[config.mk]
export PLATFORM = sky130hd
export DESIGN_NAME = ssc_clock_select
export DESIGN_NICKNAME = d
export VERILOG_FILES = /design/src/ssc_pkg.sv /design/src/ssc_clock_select.sv
export SDC_FILE = /design/constraint.sdc
export NUM_CORES = 1
export LEC_CHECK = 0
export BUFFER_PORTS_ARGS = -buffer_cell sky130_fd_sc_hd__buf_2
export CORE_MARGIN = 3
export CORE_UTILIZATION = 30
export CTS_BUF_LIST = sky130_fd_sc_hd__clkbuf_4 sky130_fd_sc_hd__clkbuf_8 sky130_fd_sc_hd__clkbuf_16
export CTS_CLUSTER_SIZE = 40
export DETAILED_ROUTE_END_ITERATION = 10
export SLEW_MARGIN = 20
export SYNTH_ARGS = -nofsm -noshare
export SYNTH_HDL_FRONTEND = slang
export SYNTH_SLANG_ARGS = --single-unit
export TNS_END_PERCENT = 1
[constraint.sdc]
create_clock -name sys_clk -period 7.1 [get_ports sys_clk]
set_clock_uncertainty 0.05 [all_clocks]
set_input_delay 0.355 -clock sys_clk [delete_from_list [all_inputs] [get_ports sys_clk]]
set_output_delay 0.355 -clock sys_clk [all_outputs]
set_load 0.005 [all_outputs]
[src/ssc_pkg.sv]
// Behaviour
// - PLL mode multiplies crystal clock by four
// - Multiplier enabled only in PLL crystal mode
// - External clock modes skip oscillator start-up delay
// - External clock divout mode drives clock/4 out
// - External clock gpio mode frees out pin
// - RC divout mode drives clock/4 on out
// - RC gpio mode frees out pin as bit6
// - Fast internal oscillator 8 MHz with postscaler
// - Fast oscillator on for 125 kHz-8 MHz selections
// - Slow oscillator on for internal or features
// - Select field picks fast, slow or postscaler
// - One-pin mode: clock/4 out, in pin bit7
// - Two-pin mode: both pins general I/O
// - Trim field is signed offset around centre
// - Top two trim bits read zero
// - Slow settles in 8 cycles, fast 1 ms
// - No completion flag for frequency shift
// - Every trim step changes frequency equally
// - High-speed mode accepts external clock input
// - Select 111 fast, 110-001 postscaler, 000 slow
// - Ten modes from 4-bit configuration field
package ssc_pkg;
    localparam longint unsigned SYS_HZ          = 250_000_000;
    localparam int unsigned     SYS_PERIOD_NS   = 4;
    localparam longint unsigned FAST_HZ         = 8_000_000;
    localparam longint unsigned SLOW_HZ         = 31_250;
    localparam int unsigned     ACC_W           = 24;
    // Phase steps of the oscillator models, derived from the nominal rates
    localparam logic signed [24:0] FAST_STEP =
        25'((FAST_HZ * (64'd1 << ACC_W)) / SYS_HZ);
    localparam logic signed [24:0] SLOW_STEP =
        25'((SLOW_HZ * (64'd1 << ACC_W)) / SYS_HZ);
    localparam logic signed [24:0] FAST_TRIM_UNIT  = 25'sh0001062;
    localparam logic signed [24:0] SLOW_TRIM_UNIT  = 25'sh0000010;
    localparam int unsigned     FAST_SETTLE_NS  = 1_000_000;
    localparam int unsigned     FAST_SETTLE_CYC = FAST_SETTLE_NS / SYS_PERIOD_NS;
    localparam int unsigned     OST_EDGES       = 1024;
    localparam int unsigned     PLL_MULT        = 4;
    localparam int unsigned     PLL_MULT_SHIFT  = 2;

    localparam logic [7:0] ADDR_TRIM    = 8'h00;
    localparam logic [7:0] ADDR_CTRL    = 8'h01;
    localparam logic [7:0] ADDR_STATUS  = 8'h02;
    localparam logic [5:0] TRIM_RESET   = 6'h00;
    localparam logic [2:0] SEL_RESET    = 3'h0;
    localparam logic [2:0] SEL_FAST     = 3'h7;
    localparam logic [2:0] SEL_SLOW     = 3'h0;
    localparam int unsigned CTRL_SEL_LSB = 4;

    localparam logic [3:0] CFG_LP       = 4'h0;
    localparam logic [3:0] CFG_XT       = 4'h1;
    localparam logic [3:0] CFG_HI_SPD   = 4'h2;
    localparam logic [3:0] CFG_RC_DIV   = 4'h3;
    localparam logic [3:0] CFG_EXT_DIV  = 4'h4;
    localparam logic [3:0] CFG_EXT_IO   = 4'h5;
    localparam logic [3:0] CFG_PLL      = 4'h6;
    localparam logic [3:0] CFG_RC_IO    = 4'h7;
    localparam logic [3:0] CFG_INT_ONE  = 4'h8;
    localparam logic [3:0] CFG_INT_TWO  = 4'h9;

    typedef enum logic [3:0] {
        low_power_crystal_mode,
        standard_crystal_mode,
        high_speed_crystal_mode,
        pll_x4_crystal_mode,
        resistor_cap_divout_mode,
        resistor_cap_gpio_mode,
        ext_clock_divout_mode,
        ext_clock_gpio_mode,
        internal_osc_one_pin_mode,
        internal_osc_two_pin_mode
    } ssc_mode_t;

    typedef struct packed {
        logic [7:0] addr;
        logic [7:0] wdata;
        logic       wr;
        logic       rd;
    } ssc_bus_req_t;

    typedef struct packed {
        logic pwrt;
        logic fscm;
        logic wdt;
        logic two_speed;
    } ssc_feat_t;

    typedef struct packed {
        logic bit6_out;
        logic bit6_oe;
        logic bit7_out;
        logic bit7_oe;
    } ssc_gp_drv_t;
endpackage

[src/ssc_clock_select.sv]
`timescale 1ns/100ps
`default_nettype none
module ssc_clock_select #(
    parameter int unsigned FAST_SETTLE_CYC = ssc_pkg::FAST_SETTLE_CYC,
    parameter int unsigned OST_EDGES       = ssc_pkg::OST_EDGES,
    parameter int unsigned PER_W           = 16
) (
    input  wire logic                 sys_clk,
    input  wire logic                 rst_b,
    input  wire ssc_pkg::ssc_bus_req_t bus_req,
    output logic [7:0]                bus_rdata,
    input  wire logic [3:0]           osc_mode_config,
    input  wire ssc_pkg::ssc_feat_t   feat_en,
    input  wire ssc_pkg::ssc_gp_drv_t gp_first_drv,
    output logic                      gp_first_bit6,
    output logic                      gp_first_bit7,
    input  wire logic                 osc_in_pin_sense,
    output logic                      osc_in_pin_drive,
    output logic                      osc_in_pin_oe,
    input  wire logic                 osc_out_pin_sense,
    output logic                      osc_out_pin_drive,
    output logic                      osc_out_pin_oe,
    output logic                      fosc_tick,
    output logic                      sys_clk_ready,
    output logic                      pll_en,
    output logic                      fast_osc_en,
    output logic                      slow_osc_en,
    output var ssc_pkg::ssc_mode_t    osc_mode
);

    function automatic ssc_pkg::ssc_mode_t decode_mode(input logic [3:0] cfg);
        ssc_pkg::ssc_mode_t m;
        unique case (cfg)
            ssc_pkg::CFG_LP:      m = ssc_pkg::low_power_crystal_mode;
            ssc_pkg::CFG_XT:      m = ssc_pkg::standard_crystal_mode;
            ssc_pkg::CFG_HI_SPD:  m = ssc_pkg::high_speed_crystal_mode;
            ssc_pkg::CFG_PLL:     m = ssc_pkg::pll_x4_crystal_mode;
            ssc_pkg::CFG_RC_DIV:  m = ssc_pkg::resistor_cap_divout_mode;
            ssc_pkg::CFG_RC_IO:   m = ssc_pkg::resistor_cap_gpio_mode;
            ssc_pkg::CFG_EXT_DIV: m = ssc_pkg::ext_clock_divout_mode;
            ssc_pkg::CFG_EXT_IO:  m = ssc_pkg::ext_clock_gpio_mode;
            ssc_pkg::CFG_INT_ONE: m = ssc_pkg::internal_osc_one_pin_mode;
            ssc_pkg::CFG_INT_TWO: m = ssc_pkg::internal_osc_two_pin_mode;
            // Unused codes fall back to the high-speed crystal mode, the safest analog setting
            default:              m = ssc_pkg::high_speed_crystal_mode;
        endcase
        return m;
    endfunction

    logic       cfg_loaded;
    logic [5:0] freq_trim;
    logic [5:0] trim_fast;
    logic [5:0] trim_slow;
    logic [2:0] internal_freq_select;
    logic [31:0] settle_cnt;
    logic       settle_busy;
    logic       trim_wr;
    logic       is_crystal;
    logic       is_internal;
    logic       is_ext;
    logic       divout;
    logic       gp6_io;
    logic       gp7_io;
    logic [ssc_pkg::ACC_W-1:0] fast_acc;
    logic [ssc_pkg::ACC_W-1:0] slow_acc;
    logic signed [24:0] fast_step;
    logic signed [24:0] slow_step;
    logic [ssc_pkg::ACC_W:0] next_fast_acc;
    logic [ssc_pkg::ACC_W:0] next_slow_acc;
    logic       fast_tick;
    logic       slow_tick;
    logic [5:0] psc_cnt;
    logic [5:0] psc_mask;
    logic       int_tick;
    logic       in_s1;
    logic       in_s2;
    logic       in_s3;
    logic       out_s1;
    logic       out_s2;
    logic       ext_tick;
    logic [PER_W-1:0] per_cnt;
    logic [PER_W-1:0] quarter;
    logic [PER_W-1:0] gen_cnt;
    logic       pll_tick;
    logic [31:0] ost_cnt;
    logic       src_tick;
    logic [1:0] div4_cnt;
    logic       fosc_div4;

    // The configuration word is static storage, captured once after reset release
    always_ff @(posedge sys_clk or negedge rst_b) begin
        if (!rst_b) begin
            cfg_loaded <= 1'b0;
            osc_mode   <= ssc_pkg::high_speed_crystal_mode;
        end else if (!cfg_loaded) begin
            cfg_loaded <= 1'b1;
            osc_mode   <= decode_mode(osc_mode_config);
        end
    end

    always_comb begin
        is_crystal  = 1'b0;
        is_internal = 1'b0;
        is_ext      = 1'b0;
        divout      = 1'b0;
        gp6_io      = 1'b0;
        gp7_io      = 1'b0;
        unique case (osc_mode)
            ssc_pkg::low_power_crystal_mode,
            ssc_pkg::standard_crystal_mode,
            ssc_pkg::high_speed_crystal_mode,
            ssc_pkg::pll_x4_crystal_mode:   is_crystal = 1'b1;
            ssc_pkg::resistor_cap_divout_mode: divout = 1'b1;
            ssc_pkg::resistor_cap_gpio_mode:   gp6_io = 1'b1;
            ssc_pkg::ext_clock_divout_mode: begin
                is_ext = 1'b1;
                divout = 1'b1;
            end
            ssc_pkg::ext_clock_gpio_mode: begin
                is_ext = 1'b1;
                gp6_io = 1'b1;
            end
            ssc_pkg::internal_osc_one_pin_mode: begin
                is_internal = 1'b1;
                divout      = 1'b1;
                gp7_io      = 1'b1;
            end
            ssc_pkg::internal_osc_two_pin_mode: begin
                is_internal = 1'b1;
                gp6_io      = 1'b1;
                gp7_io      = 1'b1;
            end
        endcase
    end

    assign pll_en      = cfg_loaded && (osc_mode == ssc_pkg::pll_x4_crystal_mode);
    assign fast_osc_en = is_internal && (internal_freq_select != ssc_pkg::SEL_SLOW);
    assign slow_osc_en = is_internal || feat_en.pwrt || feat_en.fscm
                         || feat_en.wdt || feat_en.two_speed;

    // Register port
    assign trim_wr = bus_req.wr && (bus_req.addr == ssc_pkg::ADDR_TRIM);

    always_ff @(posedge sys_clk or negedge rst_b) begin
        if (!rst_b) begin
            freq_trim <= ssc_pkg::TRIM_RESET;
        end else if (trim_wr) begin
            freq_trim <= bus_req.wdata[5:0];
        end
    end

    always_ff @(posedge sys_clk or negedge rst_b) begin
        if (!rst_b) begin
            internal_freq_select <= ssc_pkg::SEL_RESET;
        end else if (bus_req.wr && (bus_req.addr == ssc_pkg::ADDR_CTRL)) begin
            internal_freq_select <= bus_req.wdata[ssc_pkg::CTRL_SEL_LSB +: 3];
        end
    end

    // Reads give data in the next cycle only; the settle state is kept private
    always_ff @(posedge sys_clk or negedge rst_b) begin
        if (!rst_b) begin
            bus_rdata <= 8'h00;
        end else if (bus_req.rd) begin
            unique case (bus_req.addr)
                ssc_pkg::ADDR_TRIM:   bus_rdata <= {2'b00, freq_trim};
                ssc_pkg::ADDR_CTRL:   bus_rdata <= {1'b0, internal_freq_select, 4'h0};
                ssc_pkg::ADDR_STATUS: bus_rdata <= {sys_clk_ready, slow_osc_en, fast_osc_en,
                                                   pll_en, osc_mode};
                default:              bus_rdata <= 8'h00;
            endcase
        end else begin
            bus_rdata <= 8'h00;
        end
    end

    // Fast oscillator picks up a new trim once its settle time has passed
    always_ff @(posedge sys_clk or negedge rst_b) begin
        if (!rst_b) begin
            settle_cnt  <= 32'h0;
            settle_busy <= 1'b0;
            trim_fast   <= ssc_pkg::TRIM_RESET;
        end else if (trim_wr) begin
            settle_cnt  <= FAST_SETTLE_CYC - 32'h1;
            settle_busy <= 1'b1;
        end else if (settle_busy) begin
            if (settle_cnt == 32'h0) begin
                settle_busy <= 1'b0;
                trim_fast   <= freq_trim;
            end else begin
                settle_cnt <= settle_cnt - 32'h1;
            end
        end
    end

    // Slow oscillator takes the trim on its next edge, well inside eight periods
    always_ff @(posedge sys_clk or negedge rst_b) begin
        if (!rst_b) begin
            trim_slow <= ssc_pkg::TRIM_RESET;
        end else if (slow_tick) begin
            trim_slow <= freq_trim;
        end
    end

    // Signed trim times a fixed unit keeps every step the same size
    assign fast_step = ssc_pkg::FAST_STEP
                       + ssc_pkg::FAST_TRIM_UNIT * 25'(signed'(trim_fast));
    assign slow_step = ssc_pkg::SLOW_STEP
                       + ssc_pkg::SLOW_TRIM_UNIT * 25'(signed'(trim_slow));
    assign next_fast_acc = {1'b0, fast_acc} + {1'b0, fast_step[ssc_pkg::ACC_W-1:0]};
    assign next_slow_acc = {1'b0, slow_acc} + {1'b0, slow_step[ssc_pkg::ACC_W-1:0]};

    always_ff @(posedge sys_clk or negedge rst_b) begin
        if (!rst_b) begin
            fast_acc  <= '0;
            fast_tick <= 1'b0;
        end else if (fast_osc_en) begin
            fast_acc  <= next_fast_acc[ssc_pkg::ACC_W-1:0];
            fast_tick <= next_fast_acc[ssc_pkg::ACC_W];
        end else begin
            fast_tick <= 1'b0;
        end
    end

    always_ff @(posedge sys_clk or negedge rst_b) begin
        if (!rst_b) begin
            slow_acc  <= '0;
            slow_tick <= 1'b0;
        end else if (slow_osc_en) begin
            slow_acc  <= next_slow_acc[ssc_pkg::ACC_W-1:0];
            slow_tick <= next_slow_acc[ssc_pkg::ACC_W];
        end else begin
            slow_tick <= 1'b0;
        end
    end

    // Postscaler: select 6 halves the fast clock, select 1 divides it by 64
    always_ff @(posedge sys_clk or negedge rst_b) begin
        if (!rst_b) begin
            psc_cnt <= 6'h00;
        end else if (fast_tick) begin
            psc_cnt <= psc_cnt + 6'h01;
        end
    end

    assign psc_mask = 6'(6'h3f >> (internal_freq_select - 3'h1));

    always_comb begin
        unique case (internal_freq_select)
            ssc_pkg::SEL_FAST: int_tick = fast_tick;
            ssc_pkg::SEL_SLOW: int_tick = slow_tick;
            default:           int_tick = fast_tick && ((psc_cnt & psc_mask) == psc_mask);
        endcase
    end

    // Pin synchronisers
    always_ff @(posedge sys_clk or negedge rst_b) begin
        if (!rst_b) begin
            in_s1  <= 1'b0;
            in_s2  <= 1'b0;
            in_s3  <= 1'b0;
            out_s1 <= 1'b0;
            out_s2 <= 1'b0;
        end else begin
            in_s1  <= osc_in_pin_sense;
            in_s2  <= in_s1;
            in_s3  <= in_s2;
            out_s1 <= osc_out_pin_sense;
            out_s2 <= out_s1;
        end
    end

    // A crystal or an injected clock looks the same once squared up
    assign ext_tick = in_s2 && !in_s3;

    // Multiplier: measure the input period, then emit a tick every quarter of it
    always_ff @(posedge sys_clk or negedge rst_b) begin
        if (!rst_b) begin
            per_cnt <= '0;
            quarter <= '0;
        end else if (!pll_en) begin
            per_cnt <= '0;
            quarter <= '0;
        end else if (ext_tick) begin
            per_cnt <= '0;
            quarter <= PER_W'((per_cnt + PER_W'(1)) >> ssc_pkg::PLL_MULT_SHIFT);
        end else if (per_cnt != '1) begin
            per_cnt <= per_cnt + PER_W'(1);
        end
    end

    always_ff @(posedge sys_clk or negedge rst_b) begin
        if (!rst_b) begin
            gen_cnt  <= '0;
            pll_tick <= 1'b0;
        end else if (!pll_en || quarter == '0) begin
            gen_cnt  <= '0;
            pll_tick <= 1'b0;
        end else if (ext_tick || gen_cnt == '0) begin
            gen_cnt  <= quarter - PER_W'(1);
            pll_tick <= 1'b1;
        end else begin
            gen_cnt  <= gen_cnt - PER_W'(1);
            pll_tick <= 1'b0;
        end
    end

    // Crystal modes wait for the start-up count; all other modes are ready at once
    always_ff @(posedge sys_clk or negedge rst_b) begin
        if (!rst_b) begin
            ost_cnt       <= 32'h0;
            sys_clk_ready <= 1'b0;
        end else if (!cfg_loaded) begin
            sys_clk_ready <= 1'b0;
        end else if (!is_crystal) begin
            sys_clk_ready <= 1'b1;
        end else if (!sys_clk_ready && ext_tick) begin
            ost_cnt       <= ost_cnt + 32'h1;
            sys_clk_ready <= (ost_cnt + 32'h1) >= OST_EDGES;
        end
    end

    always_comb begin
        if (osc_mode == ssc_pkg::pll_x4_crystal_mode) begin
            src_tick = pll_tick;
        end else if (is_internal) begin
            src_tick = int_tick;
        end else begin
            src_tick = ext_tick;
        end
    end

    always_ff @(posedge sys_clk or negedge rst_b) begin
        if (!rst_b) begin
            fosc_tick <= 1'b0;
        end else begin
            fosc_tick <= sys_clk_ready && src_tick;
        end
    end

    always_ff @(posedge sys_clk or negedge rst_b) begin
        if (!rst_b) begin
            div4_cnt <= 2'h0;
        end else if (fosc_tick) begin
            div4_cnt <= div4_cnt + 2'h1;
        end
    end

    assign fosc_div4 = div4_cnt[1];

    // Crystal modes leave the pins to the analog amplifier, so no digital drive
    assign osc_out_pin_drive = divout ? fosc_div4
                               : (gp6_io && gp_first_drv.bit6_out);
    assign osc_out_pin_oe    = divout || (gp6_io && gp_first_drv.bit6_oe);
    assign osc_in_pin_drive  = gp7_io && gp_first_drv.bit7_out;
    assign osc_in_pin_oe     = gp7_io && gp_first_drv.bit7_oe;
    assign gp_first_bit6  = gp6_io && out_s2;
    assign gp_first_bit7  = gp7_io && in_s2;
endmodule
`default_nettype wire

==> flow_summary.ini, run 1 <==
[clock_network]
cts_made_buffers = 26
cts-htree-levels = 1
clkSinkCount = 210
cts_tree = built
clk_path_buf_depth = 3
clock_latency_ns = 0.56
cts.clk_slew.worst_paths_ns = 0.06
cts_root_buf = clkbuf_16

[timing]
setup_viol = 0
whs_ns = 0.0333
max_slew.worst_pin.slew_ns = 1.05
hold_viol_final = 0
rsz0062_at_grt = false
layout_min_cycle_time_ns = 6.03
max_freq_ghz = 0.166
finalSetupTns_ns = 0
period_share_pct = 85.0
max-slew-margin-rel_pct = 29.3
slew_violations = 0

[final_layout]
seqCellArea_sq_mm = 0.00526
multi_input_area_sq_mm = 0.00709
areaGrowthSynthToFinish_pct = 14.5
nNetsFinal = 1527
antenna_cells = 0
drive_above_1_share_pct = 10.3
layout_common_cells = dfrtp_1, nand2_1, nor2_1
fillers = 4219
final_common_cell = dfrtp_1
final_cells = 1954

[routing]
first_iter_violations = 600
dr.pass1.iters = 5
drc = 0
wl_per_cell_um = 14.5
postRouteAntennaNets = 0
vias = 9768
routed_wl_um = 28300
drt-vias-per-instance = 5.00

[power_and_ir_drop]
ir_drop_v = 0.000149
total_power_w = 0.00340
p_per_area_mw_per_mm2 = 234
cellLeakagePower_nw = 6.94

[logic_synthesis]
synth_ff_type = dfrtp_1
synthAdderAreaFrac_pct = 9.22
synth_top_area_cell = dfrtp_1
synth_cell_type_count = 69
synth_area_sq_mm = 0.0127
async_flop_share_pct = 100
synth_nets = 1468
synth_top_family_by_area = simple AND/OR/NAND/NOR gates
synth_compound_area_share_pct = 12.0
ys_warn_count = 0
synthMuxAreaShare_pct = 3.62
ys_ff_latch = 210
synth_area_per_cell_sq_um = 9.45
yosys.area_share.simple_pct = 20.0
synthTopCellsByArea = dfrtp_1, ha_1, xnor2_1, xor2_1, nand2_1
synth_xor_area_share_pct = 11.0
synth-edff-count = 0
netlist_instances = 1344
synth_top_area_share_pct = 41.2
yosysSeqAreaShare_pct = 41.4

[run_status]
run_status = finished clean

[global_route]
grt_remaining_overflow = 0
grt_usage_pct = 12.9
grt_max_degree = 119
grt_pass1_vias = 9708
grt_pass1_wl_um = 48500
grt_antenna_before_repair = 1

[placement]
hpwl_um = 20500
io_buffer_count = 55
dp_cells = 1899
gp_congestion = 0.847

[min_path]
min_to = internal_freq_select[2]$_DFFE_PN0P_
min_from = bus_req[8]
hp-class = input port to flop
hold_path_depth = 2

[setup_path]
critPathKind = flop to flop
startpoint_type = flop
slowest_stage = dfrtp_1
cp-end-kind = flop
arrival_ns = 6.41
r2r-start = trim_fast[5]$_DFFE_PN0P_
worstPathMaxFanout = 11
regToRegEndpoint = fast_acc[22]$_DFFE_PN0P_
reg2reg_slack_ns = 1.07
required_ns = 7.48
crit_top_cell = ha_1
slowest_delay_ns = 0.62
worstRegToRegCells = 21
path_cells = ha_1, ha_1, fa_1, ha_1, inv_1, fa_1, nor2b_1, o21ai_0, a21oi_1, nand3_1, and3_1, nor3_1, xor2_1, ha_1, o21ai_0, nand2_1, nand3_1, o21ai_0, a41oi_1, or4_1, o311ai_0

[die]
rows = 74
coreArea_sq_mm = 0.0413
dieHeight_um = 212
die_w_um = 212
start_util_pct = 30.8
boundaryPins = 57
dieArea_sq_mm = 0.0449

[run]
maxCapViolCount = 0
[metrics by stage]
stage                     worst slack (ns)  util [%]  instance area, sq um
after global routing                 0.439      35.2                 14600
after global placement                1.08      32.8                 13600
after CTS                             1.03      35.2                 14500
after floorplan                       1.73         -                 12700
after detailed placement              1.06      32.8                 13600
final                                 1.07      35.2                 14600
[power by group]
| group | switching [W] | total [W] | internal (W) |
|---|---|---|---|
| Combinational | 0.000323 | 0.000594 | 0.000271 |
| Clock | 0.000549 | 0.00137 | 0.000820 |
| Sequential | 0.000118 | 0.00144 | 0.00132 |
| Total | 0.000991 | 0.00340 | 0.00241 |
[logic make-up (layout without fill, tap and decap cells)]
| logic type | Yosys count | after routing |
|---|---|---|
| flip-flops | 210 | 210 |
| adder cells (fa/ha/maj) | 90 | 90 |
| other | 1 | 1 |
| XOR/XNOR | 159 | 159 |
| AND/OR/NAND/NOR | 514 | 514 |
| buffers and inverters | 94 | 172 |
| AO/OA/AOI/OAI | 232 | 232 |
| multiplexers | 44 | 44 |
[critical path: cells and delay by family, from the launching register on]
| family | cells | cell delay [ns] |
|---|---|---|
| DFF | 1 | 0.62 |
| buffers and inverters | 1 | 0.07 |
| and+or+nand+nor | 7 | 1.47 |
| AOI/OAI and AO/OA | 6 | 1.32 |
| adders and majority gates | 6 | 2.29 |
| xor gates and xnor gates | 1 | 0.10 |
[final cells by class]
cell class                      count  area share [%]
Multi-Input combinational cell   1040            48.8
Sequential cell                   210            36.1
Clock buffer                       34            5.14
Tap cell                          532            4.57
Timing Repair Buffer               71            2.92
Inverter                           54            1.39
Clock inverter                     13            1.08
[layer usage]
layer / vias to the layer above / global-route usage, % / share of wire [%]
li1: 4877 / - / -
met1: 4681 / 18.5 / 50
met2: 171 / 20.6 / 45
met3: 39 / 1.96 / 3.5
met4: 0 / 2.82 / 2.0
met5: - / 0 / 0
[worst max path at each step]
stage	end	slack, ns	start
final	fast_acc[22]$_DFFE_PN0P_	1.07	trim_fast[5]$_DFFE_PN0P_
after global routing	fast_acc[22]$_DFFE_PN0P_	0.44	trim_fast[5]$_DFFE_PN0P_
after CTS	fast_acc[22]$_DFFE_PN0P_	1.03	trim_fast[5]$_DFFE_PN0P_
after detailed placement	fast_acc[22]$_DFFE_PN0P_	1.06	trim_fast[5]$_DFFE_PN0P_
after global placement	fast_acc[22]$_DFFE_PN0P_	1.08	trim_fast[5]$_DFFE_PN0P_
after floorplan	fast_acc[22]$_DFFE_PN0P_	1.73	trim_fast[5]$_DFFE_PN0P_
[cell usage after synthesis (4+ instances only)]
| cell type | count |
|---|---|
| fa_1 | 6 |
| nor2_1 | 129 |
| mux2i_1 | 28 |
| or4_1 | 5 |
| clkbuf_1 | 33 |
| buf_2 | 4 |
| ha_1 | 84 |
| nor3b_1 | 8 |
| inv_1 | 54 |
| nand2b_1 | 9 |
| and3_1 | 21 |
| o21bai_1 | 6 |
| and2_1 | 9 |
| nand2_1 | 137 |
| o211ai_1 | 7 |
| or3_1 | 14 |
| xnor2_1 | 89 |
| a21boi_0 | 4 |
| o31ai_1 | 4 |
| nor2b_1 | 7 |
| mux2_2 | 16 |
| o22ai_1 | 5 |
| nand4_1 | 34 |
| o21a_1 | 13 |
| a22oi_1 | 4 |
| o21ai_0 | 64 |
| a31oi_1 | 5 |
| a21o_1 | 11 |
| or2_2 | 5 |
| nor4_1 | 18 |
| a211oi_1 | 27 |
| dfrtp_1 | 209 |
| a21oi_1 | 49 |
| nand3_1 | 47 |
| nor3_1 | 46 |
| xor2_1 | 70 |
| and4_1 | 8 |
| a41oi_1 | 4 |
[what timing repair did]
item / CTS / global route
buffers inserted: 0 / 0
endpoints found under the setup margin: 0 / 0
hold buffers: 7 / 1
gates resized for setup: 0 / 0
endpoints found under the hold margin: 121 / 1
[state kept, by name (all words and copies together), names as in the netlist, 2 cells and up]
signal                flops
osc_mode                  4
bus_rdata                 8
settle_cnt               32
internal_freq_select      3
trim_fast                 6
gen_cnt                  16
div4_cnt                  2
per_cnt                  16
ost_cnt                  32
quarter                  14
slow_acc                 24
psc_cnt                   6
trim_slow                 6
freq_trim                 6
fast_acc                 23
No activity file was read; power rests on OpenSTA's default activity.
==> run 2: changes to the inputs <==
--- a/config.mk
+++ b/config.mk
@@ -5,6 +5,7 @@
 export SDC_FILE = /design/constraint.sdc
 export NUM_CORES = 1
 export LEC_CHECK = 0
+export ABC_AREA = 1
 export BUFFER_PORTS_ARGS = -buffer_cell sky130_fd_sc_hd__buf_2
 export CORE_MARGIN = 3
 export CORE_UTILIZATION = 30
==> constraint.sdc (replaced) <==
create_clock -name sys_clk -period 5.65 [get_ports sys_clk]
set_clock_uncertainty 0.05 [all_clocks]
set_input_delay 0.2825 -clock sys_clk [delete_from_list [all_inputs] [get_ports sys_clk]]
set_output_delay 0.2825 -clock sys_clk [all_outputs]
set_load 0.005 [all_outputs]
==> flow_summary.ini, run 2 <==
[run_status]
run_status = finished clean

[final_layout]
antenna_cells = 0
areaGrowthSynthToFinish_pct = 15.1
fillers = 4865
design_area_sq_mm = 0.0160
drive_above_1_share_pct = 8.56
nNetsFinal = 2079
layout_common_cells = nand2_1, inv_1, nor2_1
final_cells = 2574
reg_top3 = ost_cnt: 32 flops, settle_cnt: 32 flops, slow_acc: 24 flops
final_common_cell = nand2_1

[clock_network]
clk_path_buf_depth = 3
cts.clk_slew.worst_paths_ns = 0.07
cts-htree-levels = 1
cts_made_buffers = 26
cts_root_buf = clkbuf_16
cts_setup_buffers = 0
cts_tree = built
clock_latency_ns = 0.55
clkSinkCount = 210

[logic_synthesis]
synth-edff-count = 0
synth_top_area_cell = dfrtp_1
yosysSeqAreaShare_pct = 37.9
synth_cell_type_count = 57
synth_area_per_cell_sq_um = 7.37
synth_nets = 2005
synthTopCellsByArea = dfrtp_1, nand2_1, ha_1, inv_1, nor2_1
synth_most_common_cell = nand2_1
synth_ff_type = dfrtp_1
netlist_instances = 1881
ys_ff_latch = 210
synth_commonest_cells = nand2_1, inv_1, nor2_1, dfrtp_1, o21ai_0
synth_area_sq_mm = 0.0139
synth_top_area_share_pct = 37.7
ys_warn_count = 0
async_flop_share_pct = 100

[global_route]
grt_antenna_before_repair = 0
grt_pass1_vias = 11900
grt_remaining_overflow = 0
grt_usage_pct = 13.7
grt_pass1_wl_um = 57500
grt_max_degree = 123

[die]
dieHeight_um = 221
rows = 78
start_util_pct = 30.5
dieArea_sq_mm = 0.0488
die_w_um = 221
boundaryPins = 57
coreArea_sq_mm = 0.0455

[routing]
dr.pass1.iters = 5
drc = 0
wl_per_cell_um = 13.1
drt-vias-per-instance = 4.71
first_iter_violations = 847
vias = 12100
routed_wl_um = 33700
postRouteAntennaNets = 0

[setup_path]
arrival_ns = 5.61
slowest_delay_ns = 0.56
slowest_stage = fa_1
worstPathMaxFanout = 6
cp-end-kind = flop
path_buf_inv = 4
required_ns = 6.03
startpoint_type = flop
path_cells = fa_1, ha_1, inv_1, fa_1, inv_1, ha_1, ha_1, a21oi_1, nand2_1, xor2_1, nand2_1, nor2_1, xor2_1, ha_1, a21oi_1, inv_1, a21oi_1, inv_1, a21oi_1, nand2_1, or2_2, nand3_1, nand2_1
critPathKind = flop to flop
crit_family = adder cells

[run]
maxCapViolCount = 0

[min_path]
hp-class = input port to flop

[timing]
max_freq_ghz = 0.191
period_share_pct = 92.7
max-slew-margin-rel_pct = 29.7
max_slew.worst_pin.slew_ns = 1.04
slew_violations = 0
layout_min_cycle_time_ns = 5.23
setup_viol = 0
hold_viol_final = 0
rsz0062_at_grt = true

[power_and_ir_drop]
ir_drop_v = 0.000211
cellLeakagePower_nw = 7.99
p_per_area_mw_per_mm2 = 301

[placement]
gp_congestion = 0.907
hpwl_um = 25400
dp_cells = 2515
place_area_sq_mm = 0.0148
io_buffer_count = 55
run 2: cell count changes in the layout (fill, tap and decap cells not counted), sizes merged, moves of 21 or more:
cell / delta
xnor2: -60
o21ai: +71
a21oi: +21
inv: +182
a211oi: -25
nand2: +361
mux2i: -28
nor2: +113
nand3: +69
run 2: repair_timing:
action / 4_1_cts / 5_1_grt
hold buffers: 12 / 0
resized for setup: 0 / 5
endpoints found under the hold margin: 103 / 0
endpoints found under the setup margin: 0 / 4
run 2: metrics by stage:
step | worst slack (ns) | hold WS [ns] | power, W | TNS, ns | util (%)
final | 0.415 | 0.0317 | 0.00480 | 0 | 35.1
after global routing | -0.0441 | 0.0431 | 0.00511 | -0.0482 | 35.1
after CTS | 0.346 | 0.00101 | 0.00487 | 0 | 35.0
after detailed placement | 0.386 | 0.285 | 0.00292 | 0 | 32.6
after global placement | 0.427 | 0.283 | 0.00290 | 0 | 32.6
after floorplan | 0.838 | -0.0631 | 0.00265 | 0 | -
run 2: cell type report:
cell class	instances	area, sq um	area share (%)
inverters	237	890	5.58
well taps	600	751	4.70
clock inverters	10	203	1.27
repair buffers	75	478	3.00
flip-flops and latches	210	5260	32.9
multi-input cells	1405	7600	47.6
clock buffers	37	782	4.90
run 2: final timing paths:
path / start / to / slack (ns) / cells after the start
setup / recovery: trim_fast[3]$_DFFE_PN0P_ / fast_acc[17]$_DFFE_PN0P_ / 0.42 / 23
hold / removal: osc_mode_config[0] / osc_mode[1]$_DFFE_PN1N_ / 0.03 / 3
setup reg to reg: trim_fast[3]$_DFFE_PN0P_ / fast_acc[17]$_DFFE_PN0P_ / 0.42 / 23
hold reg to reg: in_s1$_DFF_PN0_ / in_s2$_DFF_PN0_ / 0.30 / 0
max in group asynchronous: rst_b / per_cnt[15]$_DFFE_PN0P_ / 4.13 / 3
min in group asynchronous: rst_b / settle_cnt[20]$_DFFE_PN0P_ / 0.30 / 2
run 2: where the power goes:
group | total (W) | internal, W | switching (W)
clock network | 0.00189 | 0.00123 | 0.000663
logic | 0.00103 | 0.000401 | 0.000626
registers | 0.00188 | 0.00171 | 0.000172
run 2: worst reg2reg max path, cell delays in order, from the launching register on:
cell and delay [ns]:
dfrtp_2 0.47, fa_1 0.56, ha_1 0.17, inv_1 0.06
fa_1 0.49, inv_1 0.05, ha_1 0.28, ha_1 0.38
a21oi_1 0.21, nand2_1 0.13, xor2_1 0.28, nand2_1 0.09
nor2_1 0.20, xor2_1 0.19, ha_1 0.31, a21oi_1 0.25
inv_1 0.06, a21oi_1 0.21, inv_1 0.07, a21oi_1 0.12
nand2_1 0.10, or2_2 0.28, nand3_1 0.07, nand2_1 0.05
run 2: metal layers:
metal	track usage [%]	vias to the layer above	routed length (um)
li1	-	6220	-
met4	3.20	0	782
met2	22.5	210	15000
met5	0	-	0
met3	1.88	54	1580
met1	19.2	5639	16300
run 2: logic make-up after synthesis:
logic type	Yosys count	synth area share [%]
other cells	1	0.0270
flops	210	37.9
mux	1	0.0812
compound gates	253	9.95
xor+xnor	104	6.62
simple gates	956	29.5
fa+ha+maj	90	8.45
buf+inv	266	7.45
==> run 3: changes to the inputs <==
--- a/config.mk
+++ b/config.mk
@@ -7,6 +7,7 @@
 export LEC_CHECK = 0
 export ABC_AREA = 1
 export BUFFER_PORTS_ARGS = -buffer_cell sky130_fd_sc_hd__buf_2
+export CORE_ASPECT_RATIO = 0.9
 export CORE_MARGIN = 3
 export CORE_UTILIZATION = 30
 export CTS_BUF_LIST = sky130_fd_sc_hd__clkbuf_4 sky130_fd_sc_hd__clkbuf_8 sky130_fd_sc_hd__clkbuf_16
==> flow_summary.ini, run 3 (same netlist as run 2, synthesis figures left out) <==
[power_and_ir_drop]
ir_drop_v = 0.000194
total_power_w = 0.00442
p_per_area_mw_per_mm2 = 281
cellLeakagePower_nw = 7.91

[timing]
worst_slack_ns = 0.386
rsz0062_at_grt = true
slew_violations = 0
period_share_pct = 93.2
max_slew.worst_pin.slew_ns = 0.946
hold_viol_final = 0
max_freq_ghz = 0.190
setup_viol = 0
max-slew-margin-rel_pct = 36.9
finalSetupTns_ns = 0
layout_min_cycle_time_ns = 5.26

[setup_path]
worstRegToRegCells = 27
cp-end-kind = flop
r2r-start = trim_fast[3]$_DFFE_PN0P_
crit_family = adder cells
crit_top_cell = nand2_1
reg2reg_slack_ns = 0.39
arrival_ns = 5.61
worstPathMaxFanout = 6
slowest_delay_ns = 0.48
slowest_stage = fa_1
critPathKind = flop to flop
startpoint_type = flop
required_ns = 6.00
regToRegEndpoint = fast_acc[22]$_DFFE_PN0P_
path_buf_inv = 4

[min_path]
hp-class = input port to flop
min_to = internal_freq_select[2]$_DFFE_PN0P_
min_from = bus_req[8]
hold_path_depth = 3

[clock_network]
cts_tree = built
cts_root_buf = clkbuf_16
clkSinkCount = 210
clk_path_buf_depth = 3
cts_setup_buffers = 0
cts_made_buffers = 23
cts.clk_slew.worst_paths_ns = 0.06
cts-htree-levels = 1
clock_latency_ns = 0.53

[die]
dieArea_sq_mm = 0.0488
coreArea_sq_mm = 0.0456
die_w_um = 233
start_util_pct = 30.4
dieHeight_um = 210
boundaryPins = 57
rows = 74

[placement]
hpwl_um = 25600
io_buffer_count = 55
place_ws_ns = 0.263
dp_cells = 2524
gp_congestion = 0.885

[global_route]
grt_remaining_overflow = 0
grt_pass1_wl_um = 56700
grt_pass1_vias = 11600
use_met3_pct = 2.22
grt_antenna_before_repair = 1
grt_max_degree = 112
met1_usage_pct = 20.0
grt-busiest-layer = met2
grt_usage_pct = 13.8
grt_use_met2_pct = 22.2

[final_layout]
drive_above_1_share_pct = 8.70
reg_top3 = ost_cnt: 32 flops, settle_cnt: 32 flops, slow_acc: 24 flops
areaGrowthSynthToFinish_pct = 13.6
final_common_cell = nand2_1
nNetsFinal = 2074
antenna_cells = 0
layout_common_cells = nand2_1, inv_1, nor2_1
final_cells = 2573

[routing]
dr.pass1.iters = 5
drt-vias-per-instance = 4.68
vias = 12000
drc = 0
routed_wl_um = 33700
first_iter_violations = 720
wl_per_cell_um = 13.1
postRouteAntennaNets = 0

[run]
maxCapViolCount = 0

[run_status]
run_status = finished clean
[run 3: cell types whose count changed in the layout (fill, tap and decap cells not counted), sizes merged]
cell / before / now
clkinvlp: 1 / 0
clkbuf: 37 / 30
clkinv: 4 / 8
dlygate4sd3: 12 / 9
inv: 236 / 237
buf: 63 / 64
bufinv: 6 / 2
[run 3: worst max path at each step]
stage	start	end	slack [ns]	depth (start not counted)
final	trim_fast[3]$_DFFE_PN0P_	fast_acc[22]$_DFFE_PN0P_	0.39	27
after global routing	trim_fast[3]$_DFFE_PN0P_	fast_acc[22]$_DFFE_PN0P_	-0.04	26
after CTS	trim_fast[3]$_DFFE_PN0P_	fast_acc[22]$_DFFE_PN0P_	0.24	26
after global placement	trim_fast[3]$_DFFE_PN0P_	fast_acc[22]$_DFFE_PN0P_	0.39	26
after detailed placement	trim_fast[3]$_DFFE_PN0P_	fast_acc[22]$_DFFE_PN0P_	0.26	26
after floorplan	trim_fast[5]$_DFFE_PN0P_	fast_acc[22]$_DFFE_PN0P_	0.84	26
[run 3: final cells by class]
cell class / count / area [sq um]
Fill cell: 4832 / 29800
Multi-Input combinational cell: 1405 / 7640
Sequential cell: 210 / 5260
Inverter: 237 / 890
Tap cell: 608 / 761
Clock buffer: 30 / 659
Timing Repair Buffer: 73 / 443
Clock inverter: 10 / 104
[run 3: per-stage QoR]
step	cell area [sq um]	hold WS [ns]	utilization [%]
2_1_floorplan	13900	-0.0631	-
3_3_place_gp	14800	0.283	32.6
3_5_place_dp	14800	0.292	32.6
4_1_cts	15700	0.00242	34.4
5_1_grt	15800	0.0231	34.6
6_report	15800	0.0320	34.6
[run 3: what timing repair did]
item,4_1_cts,5_1_grt
gates resized for setup,0,15
hold buffers,9,0
endpoints found under the setup margin,0,8
endpoints found under the hold margin,118,0
[run 3: report_power, final]
group	internal [W]	switching (W)	total [W]
clock	0.000910	0.000609	0.00152
combinational	0.000399	0.000629	0.00103
sequential	0.00171	0.000166	0.00188
[run 3: worst reg2reg max path, cell delays in order (launching register included)]
cell,delay (ns)
dfrtp_2,0.46
ha_1,0.34
ha_1,0.31
fa_1,0.48
ha_1,0.32
inv_1,0.06
fa_1,0.47
inv_1,0.10
nand3_1,0.09
nand2_2,0.13
nand2_1,0.06
nand2_1,0.11
nand3_1,0.12
xnor2_2,0.17
inv_1,0.12
xor2_1,0.18
ha_1,0.35
nand2_1,0.12
nor2_1,0.16
inv_1,0.10
nor3_4,0.20
nand4_1,0.19
nand3_2,0.16
nand2_1,0.06
nand2_1,0.09
nand2_1,0.05
nand2_1,0.06
nand2_1,0.04
[run 3: routing by layer]
layer / vias to the layer above / part of all wire [%]
met5: - / 0.024
met4: 2 / 1.6
met3: 38 / 4.4
met2: 205 / 44
met1: 5592 / 50
li1: 6202 / -
